$ cat src/rtl/dac_port_regs.vh
`ifndef DAC_PORT_REGS_VH
`define DAC_PORT_REGS_VH

// Destination select codes {hi, lo}
`define DEST_INPUT 2'b11
`define DEST_OFFSET 2'b10
`define DEST_GAIN 2'b01
`define DEST_SPECIAL 2'b00

// Instruction word layout, shared by the serial frame and the queue
`define INSTR_W 24
`define INSTR_DEST_HI 23
`define INSTR_DEST_LO 22
`define INSTR_ADDR_HI 21
`define INSTR_ADDR_LO 14
`define INSTR_DATA_HI 13
`define INSTR_DATA_LO 0

// Serial frame
`define FRAME_BITS 5'd24

// Instruction queue
`define QUEUE_DEPTH 7'd120
`define QUEUE_AW 7

// Channel organisation
`define CHANNEL_COUNT 6'd40
`define GROUP_COUNT 2'd3
`define GROUP_SIZE_LAST 4'd9

// Special function fields
`define STEP_DIR_BIT 8
`define STEP_MAG_HI 6
`define SOFT_RESET_CODE 14'h3fff

// Data limits
`define FULL_SCALE 14'h3fff
`define ZERO_SCALE 14'h0000

// Register defaults after soft reset
`define INPUT_RESET 14'h0000
`define OFFSET_RESET 14'h2000
`define GAIN_RESET 13'h1fff

`endif

$ cat src/rtl/instr_queue.v
`timescale 1ns/100ps
`default_nettype none
`include "dac_port_regs.vh"

module instr_queue (
	// Clock and reset
	input wire clk_sys,
	input wire rst_n,
	// Fill side
	input wire push,
	input wire [`INSTR_W-1:0] push_word,
	output wire full,
	// Drain side
	input wire pop,
	output wire [`INSTR_W-1:0] head_word,
	output wire not_empty
);

	reg [`INSTR_W-1:0] store [0:119];
	reg [`QUEUE_AW-1:0] wr_ptr;
	reg [`QUEUE_AW-1:0] rd_ptr;
	reg [`QUEUE_AW-1:0] count;
	wire do_push;
	wire do_pop;

	assign full = (count == `QUEUE_DEPTH);
	assign not_empty = (count != 7'h00);
	// A push into a full queue is dropped
	assign do_push = push && !full;
	assign do_pop = pop && not_empty;
	assign head_word = store[rd_ptr];

	always @(posedge clk_sys) begin
		if (do_push) begin
			store[wr_ptr] <= push_word;
		end
	end

	always @(posedge clk_sys or negedge rst_n) begin
		if (!rst_n) begin
			wr_ptr <= 7'h00;
			rd_ptr <= 7'h00;
			count <= 7'h00;
		end else begin
			if (do_push) begin
				wr_ptr <= (wr_ptr == `QUEUE_DEPTH - 7'd1) ? 7'h00 : wr_ptr + 7'd1;
			end
			if (do_pop) begin
				rd_ptr <= (rd_ptr == `QUEUE_DEPTH - 7'd1) ? 7'h00 : rd_ptr + 7'd1;
			end
			if (do_push && !do_pop) begin
				count <= count + 7'd1;
			end else if (do_pop && !do_push) begin
				count <= count - 7'd1;
			end
		end
	end

endmodule
`default_nettype wire

$ cat src/rtl/serial_frame_rx.v
`timescale 1ns/100ps
`default_nettype none
`include "dac_port_regs.vh"

module serial_frame_rx (
	// Clock and reset
	input wire clk_sys,
	input wire rst_n,
	// Mode
	input wire enable,
	input wire chain_mode,
	// Serial pins, asynchronous
	input wire frame_sel_n,
	input wire shift_clk,
	input wire serial_din,
	// Results
	output reg frame_start,
	output reg word_valid,
	output reg [`INSTR_W-1:0] word,
	output reg chain_out_line
);

	reg [2:0] sync_a;
	reg [2:0] sync_b;
	reg frame_q;
	reg clk_q;
	reg active;
	reg [4:0] bit_count;
	reg [`INSTR_W-1:0] shifter;
	wire frame_now;
	wire clk_now;
	wire frame_fall;
	wire frame_rise;
	wire clk_fall;
	wire clk_rise;
	wire full_frame;

	// Second stage only is read; edge logic looks at third stage
	assign frame_now = sync_b[0];
	assign clk_now = sync_b[1];
	assign frame_fall = frame_q && !frame_now;
	assign frame_rise = !frame_q && frame_now;
	assign clk_fall = clk_q && !clk_now;
	assign clk_rise = !clk_q && clk_now;
	assign full_frame = (bit_count == `FRAME_BITS);

	always @(posedge clk_sys or negedge rst_n) begin
		if (!rst_n) begin
			sync_a <= 3'h7;
			sync_b <= 3'h7;
			frame_q <= 1'b1;
			clk_q <= 1'b1;
			active <= 1'b0;
			bit_count <= 5'h00;
			shifter <= 24'h00_0000;
			frame_start <= 1'b0;
			word_valid <= 1'b0;
			word <= 24'h00_0000;
			chain_out_line <= 1'b0;
		end else begin
			sync_a <= {serial_din, shift_clk, frame_sel_n};
			sync_b <= sync_a;
			frame_q <= frame_now;
			clk_q <= clk_now;
			frame_start <= 1'b0;
			word_valid <= 1'b0;
			if (!enable) begin
				active <= 1'b0;
				chain_out_line <= 1'b0;
			end else if (!chain_mode) begin
				// Output rests low whenever the chain is not in use
				chain_out_line <= 1'b0;
				// Standalone: mid-frame select edges are ignored
				if (frame_fall && (!active || full_frame)) begin
					active <= 1'b1;
					bit_count <= 5'h00;
					frame_start <= 1'b1;
				end else if (active && !full_frame && clk_fall) begin
					shifter <= {shifter[`INSTR_W-2:0], sync_b[2]};
					bit_count <= bit_count + 5'd1;
					if (bit_count == `FRAME_BITS - 5'd1) begin
						word <= {shifter[`INSTR_W-2:0], sync_b[2]};
						word_valid <= 1'b1;
					end
				end
			end else begin
				if (frame_fall) begin
					active <= 1'b1;
					bit_count <= 5'h00;
					frame_start <= 1'b1;
				end else if (active && !frame_now && clk_fall) begin
					shifter <= {shifter[`INSTR_W-2:0], sync_b[2]};
					if (!full_frame) begin
						bit_count <= bit_count + 5'd1;
					end
				end else if (active && frame_rise) begin
					// Frame end latches the word and halts shifting
					active <= 1'b0;
					if (full_frame) begin
						word <= shifter;
						word_valid <= 1'b1;
					end
				end
				// Changes on the rising edge, stable for the next falling sample
				if (active && clk_rise) begin
					chain_out_line <= shifter[`INSTR_W-1];
				end
			end
		end
	end

endmodule
`default_nettype wire

$ cat src/rtl/dac_host_write_port.v
// How it works
// Port choice pin selects serial or parallel
// Queue up to 120 instructions while executing
// Drop writes arriving when queue full
// Busy low while queued instructions execute
// Strobe or frame falling edge wakes port
// Load strobe rise with select captures instruction
// Two select bits pick register type
// Data is straight binary, top line MSB
// Address picks groups and register within
// Frame fall starts write, clears bit counter
// Standalone ignores frame edges mid-frame
// After 24 bits standalone ignores shift clock
// Chain enable picks standalone or chain
// Chain mode shifts always; overflow leaves output
// Chain output changes on shift clock rise
// Host sends 24N clocks; short frame dropped
// Frame rise latches word, stops shifting
// Host times frame select to clock count
// Offset is offset binary, midpoint zero
// Gain uses upper 13 data bits
// Special write steps input by 7-bit magnitude
// All-ones special write performs soft reset
// Direction bit high increments, low decrements
// Steps clamp at full and zero scale
// Serial frame is MSB first, select-address-data
`timescale 1ns/100ps
`default_nettype none
`include "dac_port_regs.vh"

module dac_host_write_port (
	// Clock and reset
	input wire clk_sys,
	input wire rst_n,
	// Mode pins
	input wire port_choice_pin,
	input wire chain_enable_pin,
	// Parallel port
	input wire device_select_n,
	input wire load_strobe_n,
	input wire dest_select_hi,
	input wire dest_select_lo,
	input wire [7:0] channel_address_lines,
	input wire [13:0] data_word_lines,
	// Serial port
	input wire frame_sel_n,
	input wire shift_clk,
	input wire serial_din,
	output wire chain_out_line,
	// Status
	output reg busy_n,
	output reg interface_awake,
	output reg queue_full,
	// Register write results
	output reg reg_write,
	output reg [5:0] reg_channel,
	output reg [1:0] reg_kind,
	output reg [13:0] reg_value,
	output reg outputs_to_ground_sense
);

	localparam ST_IDLE = 1'b0;
	localparam ST_RUN = 1'b1;

	// Pin synchronisers
	reg [1:0] mode_a;
	reg [1:0] mode_b;
	reg [1:0] strobe_a;
	reg [1:0] strobe_b;
	reg strobe_q;
	reg [23:0] par_a;
	reg [23:0] par_b;

	// Channel register files
	reg [13:0] input_mem [0:39];
	reg [13:0] offset_mem [0:39];
	reg [12:0] gain_mem [0:39];

	// Executor
	reg state;
	reg [`INSTR_W-1:0] instr;
	reg [5:0] chan;
	reg [1:0] grp;
	reg [3:0] idx;
	reg next_state;

	wire serial_mode;
	wire chain_mode;
	wire strobe_fall;
	wire strobe_rise;
	wire par_push;
	wire ser_start;
	wire ser_valid;
	wire [`INSTR_W-1:0] ser_word;
	wire q_full;
	wire q_not_empty;
	wire [`INSTR_W-1:0] q_head;
	wire q_pop;
	wire push;
	wire [`INSTR_W-1:0] push_word;
	wire [1:0] dest;
	wire [7:0] addr;
	wire [13:0] data;
	wire all_groups;
	wire chan_hit;
	wire soft_reset;
	wire last_chan;
	wire [6:0] step_mag;
	wire [14:0] step_up;
	wire [13:0] step_value;
	wire [13:0] cur_input;

	assign serial_mode = mode_b[0];
	assign chain_mode = mode_b[1];
	assign strobe_fall = strobe_q && !strobe_b[0];
	assign strobe_rise = !strobe_q && strobe_b[0];
	// Select is sampled with the strobe; both arrive through equal stages
	assign par_push = !serial_mode && strobe_rise && !strobe_b[1];
	assign push = par_push || ser_valid;
	assign push_word = par_push ? par_b : ser_word;

	always @(posedge clk_sys or negedge rst_n) begin
		if (!rst_n) begin
			mode_a <= 2'b00;
			mode_b <= 2'b00;
			strobe_a <= 2'b11;
			strobe_b <= 2'b11;
			strobe_q <= 1'b1;
			par_a <= 24'h00_0000;
			par_b <= 24'h00_0000;
		end else begin
			mode_a <= {chain_enable_pin, port_choice_pin};
			mode_b <= mode_a;
			strobe_a <= {device_select_n, load_strobe_n};
			strobe_b <= strobe_a;
			strobe_q <= strobe_b[0];
			// Bus lines settle well before the strobe edge is seen here
			par_a <= {dest_select_hi, dest_select_lo, channel_address_lines,
				data_word_lines};
			par_b <= par_a;
		end
	end

	serial_frame_rx u_serial (
		.clk_sys(clk_sys),
		.rst_n(rst_n),
		.enable(serial_mode),
		.chain_mode(chain_mode),
		.frame_sel_n(frame_sel_n),
		.shift_clk(shift_clk),
		.serial_din(serial_din),
		.frame_start(ser_start),
		.word_valid(ser_valid),
		.word(ser_word),
		.chain_out_line(chain_out_line)
	);

	instr_queue u_queue (
		.clk_sys(clk_sys),
		.rst_n(rst_n),
		.push(push),
		.push_word(push_word),
		.full(q_full),
		.pop(q_pop),
		.head_word(q_head),
		.not_empty(q_not_empty)
	);

	// Decode of the instruction being executed
	assign dest = instr[`INSTR_DEST_HI:`INSTR_DEST_LO];
	assign addr = instr[`INSTR_ADDR_HI:`INSTR_ADDR_LO];
	assign data = instr[`INSTR_DATA_HI:`INSTR_DATA_LO];
	assign all_groups = (addr[7:4] == 4'h0);
	// Register indices above nine match no channel when any group bit is set
	assign chan_hit = all_groups || (addr[4 + grp] && addr[3:0] == idx);
	assign soft_reset = (dest == `DEST_SPECIAL) && (data == `SOFT_RESET_CODE);
	assign last_chan = (chan == `CHANNEL_COUNT - 6'd1);
	assign q_pop = (state == ST_IDLE) && q_not_empty;

	// Step arithmetic with clamping, no wrap
	assign cur_input = input_mem[chan];
	assign step_mag = data[`STEP_MAG_HI:0];
	assign step_up = {1'b0, cur_input} + {8'h00, step_mag};
	assign step_value = data[`STEP_DIR_BIT] ?
		(step_up[14] ? `FULL_SCALE : step_up[13:0]) :
		((cur_input < {7'h00, step_mag}) ? `ZERO_SCALE :
		cur_input - {7'h00, step_mag});

	always @* begin
		next_state = state;
		case (state)
			ST_IDLE: begin
				if (q_not_empty) begin
					next_state = ST_RUN;
				end
			end
			ST_RUN: begin
				if (last_chan) begin
					next_state = ST_IDLE;
				end
			end
			default: begin
				next_state = ST_IDLE;
			end
		endcase
	end

	// Array contents are not reset; soft reset rewrites them in one pass
	always @(posedge clk_sys) begin
		if (state == ST_RUN) begin
			if (soft_reset) begin
				input_mem[chan] <= `INPUT_RESET;
				offset_mem[chan] <= `OFFSET_RESET;
				gain_mem[chan] <= `GAIN_RESET;
			end else if (chan_hit) begin
				case (dest)
					`DEST_INPUT: input_mem[chan] <= data;
					`DEST_OFFSET: offset_mem[chan] <= data;
					`DEST_GAIN: gain_mem[chan] <= data[13:1];
					default: input_mem[chan] <= step_value;
				endcase
			end
		end
	end

	always @(posedge clk_sys or negedge rst_n) begin
		if (!rst_n) begin
			state <= ST_IDLE;
			instr <= 24'h00_0000;
			chan <= 6'h00;
			grp <= 2'h0;
			idx <= 4'h0;
			busy_n <= 1'b1;
			interface_awake <= 1'b0;
			queue_full <= 1'b0;
			reg_write <= 1'b0;
			reg_channel <= 6'h00;
			reg_kind <= 2'b00;
			reg_value <= 14'h0000;
			outputs_to_ground_sense <= 1'b0;
		end else begin
			state <= next_state;
			queue_full <= q_full;
			reg_write <= 1'b0;
			// Busy also covers the cycle an instruction enters the queue
			busy_n <= !(q_not_empty || state == ST_RUN || push);
			// Port sleeps once nothing is pending or arriving in parallel mode; serial mode keeps it awake
			if ((strobe_fall && !serial_mode) || ser_start) begin
				interface_awake <= 1'b1;
			end else if (!q_not_empty && !push && state == ST_IDLE && strobe_b[0]
				&& sync_idle(serial_mode)) begin
				interface_awake <= 1'b0;
			end
			if (q_pop) begin
				instr <= q_head;
				chan <= 6'h00;
				grp <= 2'h0;
				idx <= 4'h0;
				outputs_to_ground_sense <= 1'b0;
			end else if (state == ST_RUN) begin
				chan <= chan + 6'd1;
				if (idx == `GROUP_SIZE_LAST) begin
					idx <= 4'h0;
					grp <= grp + 2'd1;
				end else begin
					idx <= idx + 4'd1;
				end
				if (soft_reset) begin
					outputs_to_ground_sense <= 1'b1;
				end else if (chan_hit) begin
					reg_write <= 1'b1;
					reg_channel <= chan;
					reg_kind <= dest;
					reg_value <= (dest == `DEST_SPECIAL) ? step_value :
						(dest == `DEST_GAIN) ? {1'b0, data[13:1]} : data;
				end
			end
		end
	end

	// Serial side counts as idle when not selected
	function sync_idle;
		input ser;
		begin
			sync_idle = !ser;
		end
	endfunction

endmodule
`default_nettype wire

$ cat config.mk
export PLATFORM = sky130hd
export DESIGN_NAME = dac_host_write_port
export DESIGN_NICKNAME = d
export VERILOG_FILES = /design/src/rtl/instr_queue.v /design/src/rtl/serial_frame_rx.v /design/src/rtl/dac_host_write_port.v
export VERILOG_INCLUDE_DIRS = /design/src /design/src/rtl
export SDC_FILE = /design/constraint.sdc
export NUM_CORES = 2
export LEC_CHECK = 0
export BUFFER_PORTS_ARGS = -buffer_cell sky130_fd_sc_hd__buf_2
export CAP_MARGIN = 10
export CELL_PAD_IN_SITES_DETAIL_PLACEMENT = 0
export CELL_PAD_IN_SITES_GLOBAL_PLACEMENT = 1
export CORE_ASPECT_RATIO = 0.6
export CORE_MARGIN = 1
export CORE_UTILIZATION = 51
export DETAILED_ROUTE_END_ITERATION = 8
export PLACE_DENSITY_LB_ADDON = 0.25
export SETUP_SLACK_MARGIN = 0.15
export SLEW_MARGIN = 20
export SYNTH_ARGS = -nofsm -noshare
export SYNTH_HDL_FRONTEND = slang
export SYNTH_SLANG_ARGS = --single-unit
$ cat constraint.sdc
create_clock -name clk_sys -period 6.1 [get_ports clk_sys]
set_input_delay 1.525 -clock clk_sys [delete_from_list [all_inputs] [get_ports clk_sys]]
set_output_delay 1.525 -clock clk_sys [all_outputs]
set_load 0.02 [all_outputs]
**Word-level counts from Yosys, hierarchy flattened**

Memories as Yosys holds them, arrays and structs flattened. A register that Yosys moved wholly into a read port is not among the register bits.
Index checks and enable logic that the tools add are counted.

- Register bits: 183
- Bits in writable memories: 3440
- Bits of input ports: 33
- Output and inout bits: 28
- Word-level logic and storage cells: 236
- Memories: 2

- $add $sub $neg: 11
- $lt $le $gt $ge: 2
- Eq/ne operators: 24
- Mux-type cells: 90
- Bitwise logic cells: 5
- Reductions and logical operators: 69

Memories:

| name | words | bits a word | read ports | clocked after Yosys merged registers in | write ports | RTL line | text |
|---|---|---|---|---|---|---|---|
| u_queue.store | 120 | 24 | 1 | 1 | 1 | instr_queue.v:19 | `` reg [`INSTR_W-1:0] store [0:119]; `` |
| input_mem | 40 | 14 | 1 | 0 | 1 | dac_host_write_port.v:75 | `reg [13:0] input_mem [0:39];` |

Operator list:

| operator | number |
|---|---|
| 24-bit two-way mux | 14 |
| 14-bit two-way mux | 7 |
| 1-bit two-way mux | 49 |
| 5-bit two-way mux | 6 |
| 7-bit two-way mux | 4 |
| 1-bit logical AND | 27 |
| 7-bit by 1-bit adder with 7-bit output (second input constant) | 3 |
| 7-bit == test (second input constant) | 3 |
| 1-bit logical NOT | 17 |
| 14-bit by 7-bit adder with 15-bit output | 1 |
| 14-bit == test (second input constant) | 1 |
| 14-bit by 7-bit less-than comparator with 1-bit output | 1 |
| 2-bit nonzero test | 7 |
| 14-bit by 7-bit subtractor with 14-bit output | 1 |
| 4-bit two-way mux | 3 |
| 6-bit two-way mux | 2 |
| 5-bit == test (second input constant) | 2 |
| 4-bit AND reduction | 2 |
| 8-bit AND reduction | 1 |
| 7-bit nonzero test | 1 |
| 7-bit by 1-bit subtractor with 7-bit output (second input constant) | 1 |
| 6-bit by 1-bit adder with 6-bit output (second input constant) | 1 |
| 6-bit == test (second input constant) | 1 |
| 1-bit logical OR | 6 |
| other kinds (27) | 40 |

**Depth between registers and ports, before layout**

- Depth after elaboration: 12
- Mapped depth: 25
- Mapped depth without buffers: 20

**Hierarchy**

Synthesis repeated with hierarchy kept, for this count alone.

- Cells, all modules: 7018
- Area, all modules: 141796.0 µm²

By module, submodules not included:

| module | instances | cells an instance | area an instance (µm²) | seq. area each (µm²) |
|---|---|---|---|---|
| instr_queue | 1 | 5067 | 111583.3 | 87008.4 |
| dac_host_write_port | 1 | 1760 | 27373.8 | 19851.5 |
| serial_frame_rx | 1 | 191 | 2839.0 | 1636.6 |

**Worst setup path after synthesis**

No wires, ideal clock.

- Kind: register to register
- Start: register chan[2]
- End: memory input_mem[0][2] (data pin)
- Library setup time: 516 ps
- Data arrival time: 6091 ps
- Data required time: 5584 ps
- Path slack: -507 ps
- Cell stages (with the launch flop): 22
- Buffers on the path: 5
- Clock period less this slack: 6607 ps
- Cell sequence: dfrtp_1 > buf_6 > buf_12 > buf_2 > buf_2 > buf_2 > mux2_2 > a221oi_1 > o21ai_0 > a221oi_1 > a31oi_1 > or3_1 > ha_1 > nand2_1 > o221ai_1 > a21o_1 > a21o_1 > a2111oi_4 > and4_1 > a31o_2 > or3_1 > o21ai_0

- Cells in the longest elaborated chain, start to end: 5
- Elaborated cells on any way between the ends: 8
- Those cells by class: 2 x add/sub; 1 x order compare; 4 x mux; 1 x memory

Ends and longest elaborated chain:

| item | RTL line | text |
|---|---|---|
| start: declaration | dac_host_write_port.v:82 | `reg [5:0] chan;` |
| start signal: assignment | dac_host_write_port.v:261 | `chan <= chan + 6'd1;` |
| memory read 40 x 14 bit (*) | n/a |  |
| 14-bit by 7-bit subtractor with 14-bit output, or another cell as far along | dac_host_write_port.v:187 | `cur_input - {7'h00, step_mag});` |
| 14-bit two-way mux, on equally long branches | dac_host_write_port.v:186, dac_host_write_port.v:185 |  |
| 14-bit two-way mux (*) | dac_host_write_port.v:184 | `` assign step_value = data[`STEP_DIR_BIT] ? `` |
| 14-bit two-way mux (no line) (*) | n/a |  |
| end: declaration | dac_host_write_port.v:75 |  |

Every way passes the cells marked *; elsewhere a longest branch is shown, timed or not.

**Worst setup path in the final report**

- Start: register chan[1]
- End: memory input_mem[27][11] (data pin)

The elaborated chain is that of the path after synthesis.

==> results.txt <==
drt wl/cell = 34.6 µm
HP Class = flip-flop to flip-flop
commonest non-fill, non-tap cell in the layout = edfxtp_1
vias in the first global route = 67300
hold buffers post-CTS = 0
reg-to-reg startpoint = chan[1]
die height = 409 µm
Synth Register Bits = 3647
Power Dens Cells = 422 mW/mm²
clk sinks = 3647
num ports = 61
first-pass GRT wire length = 517000 µm
layout cells sized above 1 = 28.4%
htree depth = 5
Slew @ Worst Pin = 1200 ps
CTS buffer count = 319
total die area = 0.278 mm²
Clk Latency, worst-skew pair = 890 ps
Total GRT Usage = 26.3%
worst hold slack = 348 ps
nets@finish = 6734
Unique masters post-synth = 89
Post-synth EDFFs = 3440
final hold vios = 0
clk_skew = 58.5 ps
Detailed Routing Iterations Pass 1 = 5
Worst Hold Path EP = mode_b[1]
syn avg cell area = 22.0 µm²
r2r worst-path depth = 17
Reg2Reg Setup Slack = 360 ps
fin area = 0.158 mm²
Hold Crit Depth = 0
setup_tns = 0 ps
most frequent cells in the layout = 3440 x edfxtp_1, 929 x mux4_2, 331 x clkbuf_16
worst vdd ir = 413 µV
status = finished clean
Pins Over Slew Limit = 0
global placement routability congestion = 0.861
core region area = 0.273 mm²
clock tree buffer depth = 4
FP Rows = 148
Worst path max stage delay = 560 ps
via count = 69100
post-cts resize count = 0
Final Critical Period = 5740 ps
total congestion overflow = 0
Die Wd = 680 µm
via/cell ratio = 6.53
clock-pin slew on the worst setup and hold paths = 70 ps
CP top delay family = compound AO/OA/AOI/OAI gates
Antenna Nets Post-Route = 0
post-synthesis sequential area ratio = 77.2%
post-CTS setup buffers = 0
placed cell area = 0.147 mm²
drt drc = 0
post-synthesis cell count = 6388
Worst Min Path Start = mode_a[1]
Worst Path Required = 6690 ps
maximum achievable frequency = 174 MHz
power consumption = 66.6 mW
largest net degree at the start of global routing = 119
Worst setup SP type = flip-flop
syn nets = 6450
slew margin rel. = 19.7%
crit path kind = flip-flop to flip-flop
asr flop ratio synth = 5.68%
initial antenna violation count = 40
critical path endpoint category = flip-flop
I/O Buffers = 60
CTS tree = built
Worst Path Arrival = 6330 ps
Static Leak = 47.6 nW
DRT iter0 DRCs = 10400
slowest CP cell = dfrtp_4
Critical Path Stages = 17
crit share post-route = 94.1%
CP bufs+invs = 3
CP Cell Sequence = nand2_2 > nor2_2 > buf_4 > a22o_1 > a221oi_1 > a31oi_1 > a221o_1 > ha_1 > a21o_1 > a21o_1 > a2111oi_4 > and4_2 > buf_4 > a211oi_1 > a211oi_1 > nand3_1 > buf_12
CP max FO = 40
Finish-stage setup viols = 0
starting density of the core = 51.6%
Routed WL = 367000 µm
clk root buf = clkbuf_16
max_cap viols = 0
Reg2Reg Capture Point = input_mem[27][11]
Post-Syn Area = 0.141 mm²
DP HPWL = 213000 µm
Area Overhead vs Synth = 12.4%
RSZ-0062 raised after global routing = no
Synthesis Warnings = 0
ys flop type = edfxtp_1
[cell usage after synthesis (4+ instances only)]
master    number  area [µm²]
xnor2_1       13         114
dfrtp_1      193        4830
o211ai_1       6        45.0
and3_1        15        93.8
buf_2         70         350
a22o_1        25         219
nor2b_1       20         125
buf_6          6        67.6
nor3_1        15        75.1
dfstp_2       14         368
inv_1         41         154
buf_4          9        67.6
or2_2          5        31.3
nand2b_1       8        50.1
mux2_2        70         788
or3_1         11        68.8
nor3b_1        4        30.0
a31oi_1       17         106
a22oi_1      107         803
nand4_1       30         188
nor4_1        11        68.8
o22ai_1       37         231
nand2_1      162         608
o21ai_0      169         846
ha_1          26         325
o31ai_1        5        37.5
edfxtp_1    3440      103000
mux4_2       929       20900
a221oi_1      42         368
nor2_1       234         878
o32ai_1        6        52.6
buf_1         62         233
a221o_1       14         140
a211oi_1       7        52.6
and2_1         7        43.8
nand3_1       44         220
mux2i_1      153        1530
a21o_1         8        60.1
xor2_1        14         123
clkbuf_1     197         739
a21oi_1       37         185
nand3b_1      29         218
[sequential cells by signal (all words and copies together) (netlist names), 3 cells and up]
register            count
u_queue.rd_ptr          7
input_mem             560
u_serial.shifter       24
u_queue.wr_ptr          7
u_queue.store        2880
idx                     4
instr                  24
u_queue.count           7
u_serial.sync_b         3
u_serial.word          24
par_b                  24
u_serial.sync_a         3
reg_channel             6
u_serial.bit_count      5
reg_value              14
par_a                  24
chan                    6
[per-layer routing]
layer	wire length (µm)	vias to the layer above	track usage [%]
met4	6680	18	5.02
met5	135	-	0
met1	159000	37200	42.6
met2	155000	3989	36.0
li1	-	27500	-
met3	46100	487	7.50
[how the worst max path moves through the flow]
stage	start	endpoint	slack [ps]
after CTS	chan[1]	input_mem[30][9]	170
after floorplan	chan[2]	input_mem[0][2]	180
after global placement	chan[1]	input_mem[15][9]	350
after global routing	chan[1]	input_mem[27][11]	180
after detailed placement	chan[1]	input_mem[15][9]	230
final	chan[1]	input_mem[27][11]	360
[where the power goes]
| part | leakage (nW) | total [mW] | switching (mW) | internal [mW] |
|---|---|---|---|---|
| clock network | 4.92 | 20.0 | 8.96 | 11.0 |
| registers | 32.4 | 29.2 | 0.661 | 28.5 |
| logic | 10.2 | 17.4 | 10.4 | 7.08 |
| total | 47.6 | 66.6 | 20.0 | 46.7 |
[area by class of cell]
type	count	area [µm²]
Antenna cell	4	10.0
Clock buffer	406	8630
Clock inverter	157	1420
Fill cell	19400	115000
Inverter	44	165
Multi-Input combinational cell	2349	31500
Sequential cell	3647	109000
Tap cell	3675	4600
Timing Repair Buffer	311	3090
[logic make-up (layout without fill, tap and decap cells)]
group | count (synthesis) | count (layout) | share of synthesized area [%]
flops | 3647 | 3647 | 77.2
simple gates | 613 | 613 | 2.04
other cells | 0 | 4 | 0
compound gates | 524 | 524 | 2.54
buf+inv | 392 | 918 | 1.20
xor+xnor | 27 | 27 | 0.168
mux | 1156 | 1156 | 16.6
fa+ha+maj | 29 | 29 | 0.274
[through the flow]
| step | worst slack [ps] | instances | util (%) |
|---|---|---|---|
| CTS | 168 | 10600 | 57.7 |
| global route | 180 | 10600 | 57.9 |
| global placement | 352 | 9999 | 54.0 |
| floorplan | 175 | 6388 | - |
| finish | 357 | 10600 | 58.0 |
| detailed placement | 227 | 10000 | 54.0 |
(Power assumes the default switching activity.)
